===== src/logic/grf_pkg.sv =====
// Purpose: constants and types shared by the gamma reference bus front end
// Assumes: 250 MHz system clock, 10-bit channel codes
// Notes:   times are kept in ns; cycle counts derive from them
package grf_pkg;

  localparam int CLK_PERIOD_NS = 4;

  // bus address: six fixed upper bits, lsb from the address-select pin
  localparam logic [5:0] DEV_ADDR_HI  = 6'h3a;
  localparam logic [7:0] GC_ADDR      = 8'h00;
  localparam logic [7:0] GC_RESET     = 8'h06;
  localparam logic [4:0] HS_CODE_HI   = 5'h01;
  localparam logic [3:0] BYTE_BITS    = 4'h8;

  // channel layout: eight gamma channels then the common-voltage channel
  localparam int         CODE_W       = 10;
  localparam int         GAMMA_CH     = 8;
  localparam int         NUM_CH       = 9;
  localparam int         NUM_BANK     = 2;
  localparam logic [3:0] COMMON_IDX   = 4'h8;
  localparam logic [4:0] LAST_WORD    = 5'h11;
  localparam logic [9:0] MIDSCALE     = 10'h200;

  // power-on load time of both banks
  localparam int LOAD_TIME_NS   = 560000;
  localparam int LOAD_CYCLES    = LOAD_TIME_NS / CLK_PERIOD_NS;
  localparam int LOAD_CNT_W     = 18;

  // endurance of each nonvolatile word
  localparam logic [4:0] NVM_MAX_WRITES = 5'h10;

  typedef enum logic [2:0] {
    BUS_IDLE,
    BUS_ADDR,
    BUS_ADDR_ACK,
    BUS_WDATA,
    BUS_WDATA_ACK,
    BUS_GC_DATA,
    BUS_GC_ACK,
    BUS_IGNORE
  } grf_bus_e;

  typedef enum logic [1:0] {
    LD_MID,
    LD_READ,
    LD_WAIT,
    LD_RUN
  } grf_load_e;

  typedef logic [NUM_CH-1:0][CODE_W-1:0] grf_bank_t;

endpackage


===== src/logic/grf_i2c_slave_frontend.sv =====
// Purpose: two-wire slave front end and power-on bank load of a gamma
//          and common-voltage reference
// Assumes: scl/sda and the strap pins are asynchronous to clk_sys_i;
//          the nonvolatile array answers a read one cycle later
// Notes:   write/update protocol and acquire commands are not handled
`timescale 1ns/1ns
`default_nettype none

module grf_i2c_slave_frontend #(
  parameter int LOAD_CYCLES = grf_pkg::LOAD_CYCLES
) (
  input  wire logic                                         clk_sys_i,
  input  wire logic                                         reset_n_i,
  // two-wire pins; the clock has no output of its own
  input  wire logic                                         scl_i,
  input  wire logic                                         sda_i,
  output logic                                              sda_o,
  output logic                                              sda_oe_o,
  // strap pins, asynchronous
  input  wire logic                                         addr_select_pin_i,
  input  wire logic                                         bank_select_pin_i,
  // nonvolatile array
  output logic                                              nvm_rd_o,
  output logic [4:0]                                        nvm_addr_o,
  input  wire logic [grf_pkg::CODE_W-1:0]                   nvm_data_i,
  input  wire logic                                         nvm_wr_req_i,
  input  wire logic [4:0]                                   nvm_wr_count_i,
  output logic                                              nvm_wr_grant_o,
  // channel codes and status
  output logic [grf_pkg::GAMMA_CH-1:0][grf_pkg::CODE_W-1:0] gamma_channel_outputs_o,
  output logic [grf_pkg::CODE_W-1:0]                        common_voltage_output_o,
  output logic                                              hs_mode_o,
  output logic                                              load_done_o
);
  import grf_pkg::*;

  typedef struct packed {
    // pin samplers and edge detection
    logic [1:0]            scl_sync;
    logic                  scl_d;
    logic [1:0]            sda_sync;
    logic                  sda_d;
    logic [1:0]            addr_sel_sync;
    logic [1:0]            bank_sync;
    logic                  bank_d;
    // byte engine
    grf_bus_e              bus;
    logic [3:0]            bit_cnt;
    logic [7:0]            shreg;
    logic                  ack_drive;
    logic                  hs_mode;
    // power-on load
    grf_load_e             load;
    logic [LOAD_CNT_W-1:0] load_cnt;
    logic [4:0]            rd_idx;
    logic                  cap_pend;
    logic [4:0]            cap_idx;
    // one storage set per bank, plus the codes shown at the outputs
    grf_bank_t [NUM_BANK-1:0] store;
    grf_bank_t             dac;
  } grf_state_s;

  grf_state_s s;
  grf_state_s next_s;

  // flat word index 0..17 -> bank (0: first nine words) and channel
  function automatic logic word_bank(input logic [4:0] idx);
    word_bank = (idx > {1'b0, COMMON_IDX});
  endfunction

  function automatic logic [3:0] word_chan(input logic [4:0] idx);
    logic [4:0] ch;
    ch = word_bank(idx) ? idx - 5'(NUM_CH) : idx;
    word_chan = ch[3:0];
  endfunction

  // data bits are taken only in the three byte states; the ninth clock
  // of a byte belongs to the acknowledge and must not shift or count
  function automatic logic takes_bits(input grf_bus_e st);
    takes_bits = (st == BUS_ADDR) || (st == BUS_WDATA) ||
                 (st == BUS_GC_DATA);
  endfunction

  // the general-call address is decoded in two states
  function automatic logic is_gc_addr(input logic [7:0] b);
    is_gc_addr = (b == GC_ADDR);
  endfunction

  // master code: upper five bits fixed, lower three belong to the master
  function automatic logic is_hs_code(input logic [7:0] b);
    is_hs_code = (b[7:3] == HS_CODE_HI);
  endfunction

  logic scl;
  logic sda;
  logic scl_rise;
  logic scl_fall;
  logic start_cond;
  logic stop_cond;
  logic bank_sel;
  logic byte_done;
  logic own_addr;
  logic soft_reset;
  logic [LOAD_CNT_W-1:0] load_limit;

  assign scl        = s.scl_sync[1];
  assign sda        = s.sda_sync[1];
  assign bank_sel   = s.bank_sync[1];
  assign scl_rise   = scl & ~s.scl_d;
  assign scl_fall   = ~scl & s.scl_d;
  // both conditions need the clock high in this and the last sample, so
  // a data change just after a clock fall is never taken for either
  assign start_cond = scl & s.scl_d & s.sda_d & ~sda;
  assign stop_cond  = scl & s.scl_d & ~s.sda_d & sda;
  assign byte_done  = scl_fall && (s.bit_cnt == BYTE_BITS);
  // the strap goes through its own synchroniser, so it may change
  // between frames but should not move during an address byte
  assign own_addr   = (s.shreg[7:1] ==
                       {DEV_ADDR_HI, s.addr_sel_sync[1]});
  assign load_limit = LOAD_CNT_W'(LOAD_CYCLES);

  // one pass: samplers, byte engine, start and stop override, then the
  // power-on sequence; a general-call reset comes last so that it wins
  // over everything else decided in the same cycle except an update of the output codes or a word captured into storage
  always_comb begin
    next_s     = s;
    soft_reset = 1'b0;

    // two-flop synchronisers; the logic reads only the second stage
    next_s.scl_sync  = {s.scl_sync[0], scl_i};
    next_s.sda_sync  = {s.sda_sync[0], sda_i};
    next_s.addr_sel_sync = {s.addr_sel_sync[0], addr_select_pin_i};
    next_s.bank_sync = {s.bank_sync[0], bank_select_pin_i};
    next_s.scl_d     = scl;
    next_s.sda_d     = sda;
    next_s.bank_d    = bank_sel;

    if (scl_rise && takes_bits(s.bus) && s.bit_cnt != BYTE_BITS) begin
      next_s.shreg   = {s.shreg[6:0], sda};
      next_s.bit_cnt = s.bit_cnt + 4'h1;
    end

    case (s.bus)
      BUS_ADDR: begin
        if (byte_done) begin
          next_s.bit_cnt = '0;
          if (own_addr && !s.shreg[0]) begin
            next_s.ack_drive = 1'b1;
            next_s.bus       = BUS_ADDR_ACK;
          end else if (own_addr) begin
            // reads are acknowledged but return released ones
            next_s.ack_drive = 1'b1;
            next_s.bus       = BUS_ADDR_ACK;
          end else if (is_gc_addr(s.shreg)) begin
            next_s.ack_drive = 1'b1;
            next_s.bus       = BUS_ADDR_ACK;
          end else if (is_hs_code(s.shreg)) begin
            // no acknowledge: the data line stays released for clock nine
            next_s.hs_mode = 1'b1;
            next_s.bus     = BUS_IGNORE;
          end else begin
            next_s.bus = BUS_IGNORE;
          end
        end
      end
      BUS_ADDR_ACK: begin
        if (scl_fall) begin
          next_s.ack_drive = 1'b0;
          next_s.bit_cnt   = '0;
          if (is_gc_addr(s.shreg)) begin
            next_s.bus = BUS_GC_DATA;
          end else if (s.shreg[0]) begin
            next_s.bus = BUS_IGNORE;
          end else begin
            next_s.bus = BUS_WDATA;
          end
        end
      end
      BUS_WDATA: begin
        if (byte_done) begin
          next_s.bit_cnt   = '0;
          next_s.ack_drive = 1'b1;
          next_s.bus       = BUS_WDATA_ACK;
        end
      end
      BUS_WDATA_ACK: begin
        if (scl_fall) begin
          next_s.ack_drive = 1'b0;
          next_s.bit_cnt   = '0;
          next_s.bus       = BUS_WDATA;
        end
      end
      BUS_GC_DATA: begin
        if (byte_done) begin
          next_s.bit_cnt = '0;
          if (s.shreg == GC_RESET) begin
            next_s.ack_drive = 1'b1;
            next_s.bus       = BUS_GC_ACK;
          end else begin
            next_s.bus = BUS_IGNORE;
          end
        end
      end
      BUS_GC_ACK: begin
        if (scl_fall) begin
          // reset waits for the ack to be released so the bus is clean
          soft_reset = 1'b1;
        end
      end
      default: begin
      end
    endcase

    // a stop or start overrides whatever byte is in progress
    if (stop_cond) begin
      next_s.bus       = BUS_IDLE;
      next_s.ack_drive = 1'b0;
      next_s.hs_mode   = 1'b0;
    end else if (start_cond) begin
      // repeated start keeps high speed untouched
      next_s.bus       = BUS_ADDR;
      next_s.bit_cnt   = '0;
      next_s.ack_drive = 1'b0;
    end

    // power-on sequence
    next_s.cap_pend = 1'b0;
    if (s.cap_pend) begin
      next_s.store[word_bank(s.cap_idx)][word_chan(s.cap_idx)] =
        nvm_data_i;
    end
    case (s.load)
      LD_MID: begin
        for (int i = 0; i < NUM_CH; i++) begin
          next_s.dac[i] = MIDSCALE;
        end
        next_s.load_cnt = '0;
        next_s.rd_idx   = '0;
        next_s.load     = LD_READ;
      end
      LD_READ: begin
        // both banks are fetched, one word per cycle
        next_s.cap_pend = 1'b1;
        next_s.cap_idx  = s.rd_idx;
        next_s.rd_idx   = s.rd_idx + 5'h1;
        next_s.load_cnt = s.load_cnt + 1'b1;
        if (s.rd_idx == LAST_WORD) begin
          next_s.load = LD_WAIT;
        end
      end
      LD_WAIT: begin
        // hold the outputs at midscale for the full load time; a bank pin
        // change meanwhile is not replayed, the end picks the bank then
        next_s.load_cnt = s.load_cnt + 1'b1;
        // wait for the last captured word so a short load time cannot
        // apply a bank with one word still missing
        if (!s.cap_pend && s.load_cnt >= load_limit - 1'b1) begin
          next_s.dac  = s.store[bank_sel];
          next_s.load = LD_RUN;
        end
      end
      LD_RUN: begin
        if (bank_sel != s.bank_d) begin
          // no memory read, so the switch is a single cycle
          next_s.dac = s.store[bank_sel];
        end
      end
      default: begin
        next_s.load = LD_MID;
      end
    endcase

    // the general-call reset restarts the load; storage keeps its words
    // until the new load overwrites them
    if (soft_reset) begin
      next_s.bus       = BUS_IDLE;
      next_s.bit_cnt   = '0;
      next_s.ack_drive = 1'b0;
      next_s.hs_mode   = 1'b0;
      next_s.load      = LD_MID;
      next_s.cap_pend  = 1'b0;
    end
  end

  always_ff @(posedge clk_sys_i or negedge reset_n_i) begin
    if (!reset_n_i) begin
      // the bus pins idle high; starting the samplers high keeps the
      // first edges after reset from looking like a clock or data edge
      s          <= '0;
      s.scl_sync <= '1;
      s.scl_d    <= 1'b1;
      s.sda_sync <= '1;
      s.sda_d    <= 1'b1;
    end else begin
      s <= next_s;
    end
  end

  // open-drain data: low when driven; the clock pin has no output at all
  assign sda_o    = 1'b0;
  assign sda_oe_o = s.ack_drive;

  // one word per cycle: the address leads the captured data by one cycle
  assign nvm_rd_o   = (s.load == LD_READ);
  assign nvm_addr_o = s.rd_idx;

  // endurance guard: a write to a word is only let through below 16
  // the tally itself lives in the array; this block keeps none
  assign nvm_wr_grant_o = nvm_wr_req_i &&
                          (nvm_wr_count_i < NVM_MAX_WRITES);

  assign gamma_channel_outputs_o = s.dac[GAMMA_CH-1:0];
  assign common_voltage_output_o = s.dac[COMMON_IDX];
  // standard and fast need no mode flag; filters follow this bit
  assign hs_mode_o   = s.hs_mode;
  assign load_done_o = (s.load == LD_RUN);

endmodule

`default_nettype wire


===== config.mk =====
export PLATFORM = sky130hd
export DESIGN_NAME = grf_i2c_slave_frontend
export DESIGN_NICKNAME = d
export VERILOG_FILES = /design/src/logic/grf_pkg.sv /design/src/logic/grf_i2c_slave_frontend.sv
export SDC_FILE = /design/constraint.sdc
export NUM_CORES = 1
export LEC_CHECK = 0
export BUFFER_PORTS_ARGS = -buffer_cell sky130_fd_sc_hd__buf_2
export CAP_MARGIN = 20
export CORE_UTILIZATION = 40
export CTS_CLUSTER_SIZE = 12
export DETAILED_ROUTE_END_ITERATION = 10
export HOLD_SLACK_MARGIN = 0.02
export MAX_ROUTING_LAYER = met4
export PLACE_DENSITY_LB_ADDON = 0.15
export RECOVER_POWER = 50
export SYNTH_ARGS = -nofsm -noshare
export SYNTH_HDL_FRONTEND = slang
export SYNTH_SLANG_ARGS = --single-unit

===== constraint.sdc =====
create_clock -name clk_sys_i -period 3.6 [get_ports clk_sys_i]
set_clock_uncertainty 0.1 [all_clocks]
set_input_delay 0.36 -clock clk_sys_i [delete_from_list [all_inputs] [get_ports clk_sys_i]]
set_output_delay 0.36 -clock clk_sys_i [all_outputs]
set_load 0.02 [all_outputs]

==> results.py, run 1 <==
metrics = {
    "sta": {
        "finalHoldViolations": 0,
        "period_minus_slack_ps": 3008,
        "fmaxAchievable_ghz": 0.3324,
        "setup-violations-final": 0,
        "rsz0062_at_grt": "false",
        "fin_ws_ps": 591.7,
        "fin_crit_sh_pct": 83.56,
        "slew_headroom_pct": -31.34,
        "worst_pin_slew_ps": 1970,
        "drv_slew": 84,
        "whs_ps": 246.3,
        "fin_tns_setup_ps": 0,
    },
    "global_routing": {
        "grt_use_total_pct": 18.52,
        "antenna_found_initial": 1,
        "gr-total-overflow": 0,
        "grt_start_max_net_pins": 101,
        "grt_pass1_wl_um": 54060,
        "first_global_vias": 9309,
    },
    "worst_setup_path": {
        "slowest_stage": "or3b_1",
        "crit_required_ps": 3920,
        "cp-end-kind": "register",
        "crit_path_start_kind": "register",
        "max_stage_delay_ps": 720,
        "cp_max_fo": 10,
        "cp.arrival_ps": 3330,
        "path_cells": "inv_2 -> ha_1 -> a22oi_2 -> o31ai_4 -> or3b_1 -> mux2_4",
        "r2r-end": "s[262]$_DFFE_PN0P_",
        "ff2ff_path_depth": 6,
        "regToRegStartpoint": "s[270]$_DFFE_PN0P_",
        "worst-setup-path-type": "register to register",
        "reg2reg_slack_ps": 590,
    },
    "clocking": {
        "post-cts-setup-buffer-count": 0,
        "clkLatencyLatePin_ps": 540,
        "cts.clk_slew.worst_paths_ps": 60,
        "cts_buffers": 37,
        "clkSinkCount": 329,
        "hold_buffers": 5,
        "cts-resized-gates": 0,
        "root_buffer": "clkbuf_16",
        "cts_tree": "done",
        "clockBufferDepth": 3,
        "htree_levels": 2,
    },
    "cells_and_area": {
        "layout_common_cells": "322 x dfrtp_1, 179 x mux2_2, 107 x nand2_1",
        "fin_util_pct": 45.24,
        "nFillCells": 3517,
        "final_common_cell": "dfrtp_1",
        "syn_to_final_growth_pct": 10.49,
        "drive_above_1_share_pct": 27.46,
        "finalNetCount": 1270,
    },
    "drt": {
        "wl_per_cell_um": 19.16,
        "drtIter0Drc": 357,
        "drt-vias-per-instance": 5.206,
        "firstDrtPassIters": 4,
        "wl_um": 33820,
        "ant_nets": 0,
        "num_vias": 9188,
        "drc": 0,
    },
    "die": {
        "initial_core_util_pct": 40.94,
        "die_h_um": 196.5,
        "core_region_area_sq_um": 36960,
        "num_rows": 70,
        "die_x_um": 196.5,
        "dieArea_sq_um": 38610,
        "io_pins": 123,
    },
    "synth": {
        "yosys_warnings": 0,
        "ys_seq_elements": 329,
        "synth_cell_types": 74,
        "synth_ff_type": "dfrtp_1",
        "synth_fp_nets": 1253,
        "async_flop_share_pct": 100.0,
        "synth-seq-area-share_pct": 54.45,
        "synth_top_cell_area_share_pct": 53.41,
        "synthCells": 1218,
        "yosys.area.top_type": "dfrtp_1",
        "syn_avg_cell_area_sq_um": 12.42,
        "netlist_area_sq_um": 15130,
        "synth_edf_count": 0,
        "synth_top_cells_by_area": "dfrtp_1 53%, mux2_2 13%, mux2i_1 5.5%",
    },
    "run_status": {
        "outcome": "complete, but fails checks",
        "violations": "max-capacitance violations, max-slew violations",
    },
    "min_path": {
        "min_from": "next_s[320]$_DFF_PN0_",
        "min_path_type": "register to register",
        "holdPathEnd": "bank_sel$_DFF_PN0_",
        "holdPathStages": 0,
    },
    "pwr": {
        "peakVddDrop_mv": 0.5016,
        "p_leak_uw": 0.007241,
        "power.density_nw_per_um2": 673.7,
    },
    "place": {
        "place_ws_ps": 612.2,
        "numPortBuffers": 117,
        "gp_congestion": 0.8392,
        "place_hpwl_um": 21110,
    },
    "run": {
        "maxCapViolations": 2,
    },
}
worst max-delay path: cells and delay by family, from the launching register on:
kind | cells | cell delay, ps
flops | 1 | 460
compound gates | 2 | 790
fa+ha+maj | 1 | 250
simple gates | 1 | 720
buf+inv | 1 | 170
mux | 1 | 400
worst max path at each step:
stage / slack (ps) / startpoint / to
4_1_cts: 610 / s[270]$_DFFE_PN0P_ / s[262]$_DFFE_PN0P_
2_1_floorplan: 1050 / s[270]$_DFFE_PN0P_ / s[260]$_DFFE_PN0P_
5_1_grt: 480 / s[300]$_DFFE_PN0P_ / gamma_channel_outputs_o[2]$_DFFE_PN0P_
3_5_place_dp: 610 / s[270]$_DFFE_PN0P_ / s[265]$_DFFE_PN0P_
6_report: 590 / s[270]$_DFFE_PN0P_ / s[262]$_DFFE_PN0P_
3_3_place_gp: 660 / s[270]$_DFFE_PN0P_ / s[261]$_DFFE_PN0P_
synth_stat cells (10+ instances only):
library cell,instances
o22ai_1,82
buf_4,96
nand2_1,107
o21ai_0,30
o32a_1,10
mux2i_1,83
mux2_4,20
dfrtp_1,323
nand2b_1,10
ha_1,13
mux2_2,179
nand3_1,13
nor2_1,27
inv_1,13
clkbuf_1,56
where the power goes:
| part | total [uW] | switching (uW) | internal [uW] |
|---|---|---|---|
| combinational | 2960 | 1940 | 1020 |
| sequential | 4640 | 404 | 4230 |
| clock | 3670 | 1480 | 2190 |
sequential cells by signal, summed over array words and instances, names as in the netlist:
register / cells
bank_sel: 1
common_voltage_output_o: 10
s: 225
next_s: 6
hs_mode_o: 1
nvm_addr_o: 5
gamma_channel_outputs_o: 80
sda_oe_o: 1
through the flow:
step                      cells  power, uW  instance area, sq um
final                      1765      11260                 16720
after detailed placement   1695       7748                 15630
after global placement     1695       7692                 15630
after global routing       1765      11900                 16720
after floorplan            1218       7068                 15130
after CTS                  1764      11500                 16860
area by class of cell:
class / instances / area [sq um] / share of cell area [%]
antenna: 1 / 2.502 / 0.01497
clock buffer: 56 / 1109 / 6.630
clock inverter: 8 / 76.32 / 0.4565
inverter: 14 / 52.55 / 0.3143
multi-input combinational: 709 / 5838 / 34.91
sequential: 329 / 8244 / 49.30
tap: 504 / 630.6 / 3.771
timing repair buffer: 144 / 768.2 / 4.594
kinds of logic after synthesis:
group	Yosys count	share of synthesized area [%]
DFF	329	54.45
muxes	282	20.79
and+or+nand+nor	222	7.606
buffers and inverters	180	7.069
AOI/OAI and AO/OA	177	8.045
xor gates and xnor gates	14	0.9343
adders and majority gates	13	1.075
other	1	0.02478
per-layer routing:
layer,track usage (%),share of wire (%),up-vias
met4,4.427,1.6,0
li1,-,-,4307
met2,27.20,45,131
met1,26.15,50,4712
met3,3.901,4.0,38
met5,-,0,-
Note: power is estimated with default switching activity, not from simulation.
==> run 2: changes to the inputs <==
ABC_AREA = 1   (was not set)
clock period = 3 ns   (was 3.6 ns; I/O delays follow)
==> results.py, run 2 <==
metrics = {
    "run": {
        "maxCapViolations": 1,
    },
    "cells_and_area": {
        "top_register": "s",
        "finalNonFillerCells": 2196,
        "layout_common_cells": "358 x nand2_1, 322 x dfrtp_1, 222 x nor2_1",
        "final_common_cell": "nand2_1",
        "largest_reg_flops": 225,
        "finalNetCount": 1734,
        "n_antenna_cell": 0,
        "syn_to_final_growth_pct": 9.084,
        "fin_util_pct": 44.50,
        "drive_above_1_share_pct": 10.94,
    },
    "sta": {
        "setup-violations-final": 0,
        "fin_tns_setup_ps": 0,
        "fin_crit_sh_pct": 85.44,
        "slew_headroom_pct": -5.986,
        "rsz0062_at_grt": "false",
        "drv_slew": 30,
        "worst_pin_slew_ps": 1590,
        "period_minus_slack_ps": 2563,
        "fmaxAchievable_ghz": 0.3901,
        "finalHoldViolations": 0,
        "whs_ps": 212.5,
    },
    "synth": {
        "synth_most_common_cell": "nand2_1",
        "ys_top_cells_by_count": "358 x nand2_1, 323 x dfrtp_1, 223 x nor2_1, 185 x o21ai_0, 181 x o21ai_1",
        "synth_cell_types": 47,
        "synth_top_cells_by_area": "dfrtp_1 54%, nand2_1 9.0%, o21ai_0 6.2%",
        "synth_top_cell_area_share_pct": 53.99,
        "syn_avg_cell_area_sq_um": 8.828,
        "synth_fp_nets": 1731,
        "synth-seq-area-share_pct": 55.04,
        "ys_seq_elements": 329,
        "yosys_warnings": 0,
        "synth_edf_count": 0,
        "synthCells": 1696,
        "netlist_area_sq_um": 14970,
        "synth_ff_type": "dfrtp_1",
        "yosys.area.top_type": "dfrtp_1",
        "async_flop_share_pct": 100.0,
    },
    "drt": {
        "drc": 0,
        "num_vias": 10928,
        "drtIter0Drc": 689,
        "wl_per_cell_um": 15.66,
        "drt-vias-per-instance": 4.976,
        "ant_nets": 0,
        "firstDrtPassIters": 5,
        "wl_um": 34400,
    },
    "die": {
        "die_h_um": 195.5,
        "io_pins": 123,
        "die_x_um": 195.5,
        "dieArea_sq_um": 38210,
        "num_rows": 70,
        "core_region_area_sq_um": 36700,
        "initial_core_util_pct": 40.80,
    },
    "run_status": {
        "outcome": "complete, but fails checks",
        "violations": "max-capacitance violations, max-slew violations",
    },
    "place": {
        "place_hpwl_um": 21570,
        "gp_congestion": 0.8294,
        "dpl.cell_count": 2122,
        "numPortBuffers": 117,
    },
    "pwr": {
        "internal_power_uw": 7446,
        "p_switching_uw": 2410,
        "p_comb_share_pct": 7.4,
        "sw_frac_of_total_pct": 24.45,
        "power.density_nw_per_um2": 603.5,
        "seq_power_share_pct": 48.2,
        "p_leak_uw": 0.007710,
        "clockPowerShare_pct": 44.4,
        "peakVddDrop_mv": 0.3854,
    },
    "worst_setup_path": {
        "cp.arrival_ps": 2840,
        "crit_path_start_kind": "register",
        "worst-setup-path-type": "register to register",
        "cp-end-kind": "register",
        "crit_required_ps": 3270,
        "worst_path_most_repeated_cell": "nand2_4",
        "ff2ff_path_depth": 12,
        "max_stage_delay_ps": 440,
        "cp_max_fo": 20,
        "path_cells": "inv_1 -> ha_1 -> nand2_2 -> nand2_4 -> nand2_4 -> nand2_4 -> xor2_2 -> inv_2 -> nor2_8 -> nand3_2 -> nand2_1 -> o21ai_2",
        "slowest_stage": "dfrtp_1",
    },
    "global_routing": {
        "first_global_vias": 10445,
        "grt_pass1_wl_um": 56570,
        "grt_start_max_net_pins": 127,
        "grt_use_total_pct": 19.11,
        "antenna_found_initial": 0,
        "gr-total-overflow": 0,
    },
    "min_path": {
        "min_path_type": "input port to register",
        "holdPathStages": 4,
    },
    "clocking": {
        "clockBufferDepth": 3,
        "clkLatencyLatePin_ps": 530,
        "clkSinkCount": 329,
        "cts.clk_slew.worst_paths_ps": 60,
        "post-cts-setup-buffer-count": 0,
        "htree_levels": 2,
        "root_buffer": "clkbuf_16",
        "cts-resized-gates": 0,
        "cts_buffers": 38,
        "cts_tree": "done",
    },
}
run 2: worst max-delay path, delay by kind of cell (launching register included):
family          cells  cell delay, ps
simple gates        7            1130
flops               1             440
xor+xnor            1             240
fa+ha+maj           1             230
buf+inv             2             220
compound gates      1              60
run 2: logic make-up after synthesis:
logic type	after synthesis	share of synthesized area, %
flops	329	55.04
compound gates	415	14.44
other cells	1	0.02505
xor+xnor	9	0.8274
buf+inv	272	10.46
mux	1	0.07521
fa+ha+maj	13	1.086
simple gates	656	18.04
run 2: stage by stage:
step | worst slack, ps | power (uW) | cell area (sq um)
finish | 436.9 | 9856 | 16330
global route | 126.8 | 10310 | 16330
CTS | 413.4 | 10030 | 16450
detailed placement | 426.9 | 5579 | 15200
global placement | 484.4 | 5565 | 15200
floorplan | 869.7 | 5277 | 14970
run 2: final timing paths:
path	startpoint	end	slack [ps]
worst max register to register	s[270]$_DFFE_PN0P_	s[194]$_DFFE_PN0P_	440
worst max-delay path	s[270]$_DFFE_PN0P_	s[194]$_DFFE_PN0P_	440
worst min-delay path	nvm_data_i[3]	s[223]$_DFFE_PN0P_	210
min in group asynchronous	reset_n_i	gamma_channel_outputs_o[46]$_DFFE_PN0P_	230
worst min register to register	next_s[322]$_DFF_PN0_	s[322]$_DFF_PN0_	250
max in group asynchronous	reset_n_i	s[108]$_DFFE_PN0P_	660
run 2: routing by layer:
metal / GRT usage (%) / vias up / wire length, um
met5: - / - / 0
met4: 4.112 / 0 / 473
met3: 2.919 / 33 / 1353
met2: 29.51 / 191 / 15720
met1: 26.61 / 5280 / 16850
li1: - / 5424 / -
run 2: power groups by stage:
stage	clock network [uW]	logic, uW	registers, uW
2_1_floorplan	0	467	4810
3_3_place_gp	0	743	4820
3_5_place_dp	0	751	4830
4_1_cts	4530	759	4750
5_1_grt	4690	849	4770
6_report	4380	728	4750
run 2: final cells by class:
cell class,count,area [sq um]
inverters,81,305.3
clock inverters,9,72.57
clock buffers,60,1125
multi-input cells,1095,5172
flip-flops and latches,329,8242
fillers,3675,20370
repair buffers,154,829.5
well taps,468,585.6
run 2: timing repair:
action | 4_1_cts | 5_1_grt
hold buffers | 5 | 0
hold endpoints to repair | 82 | 0
setup endpoints to repair | 0 | 0
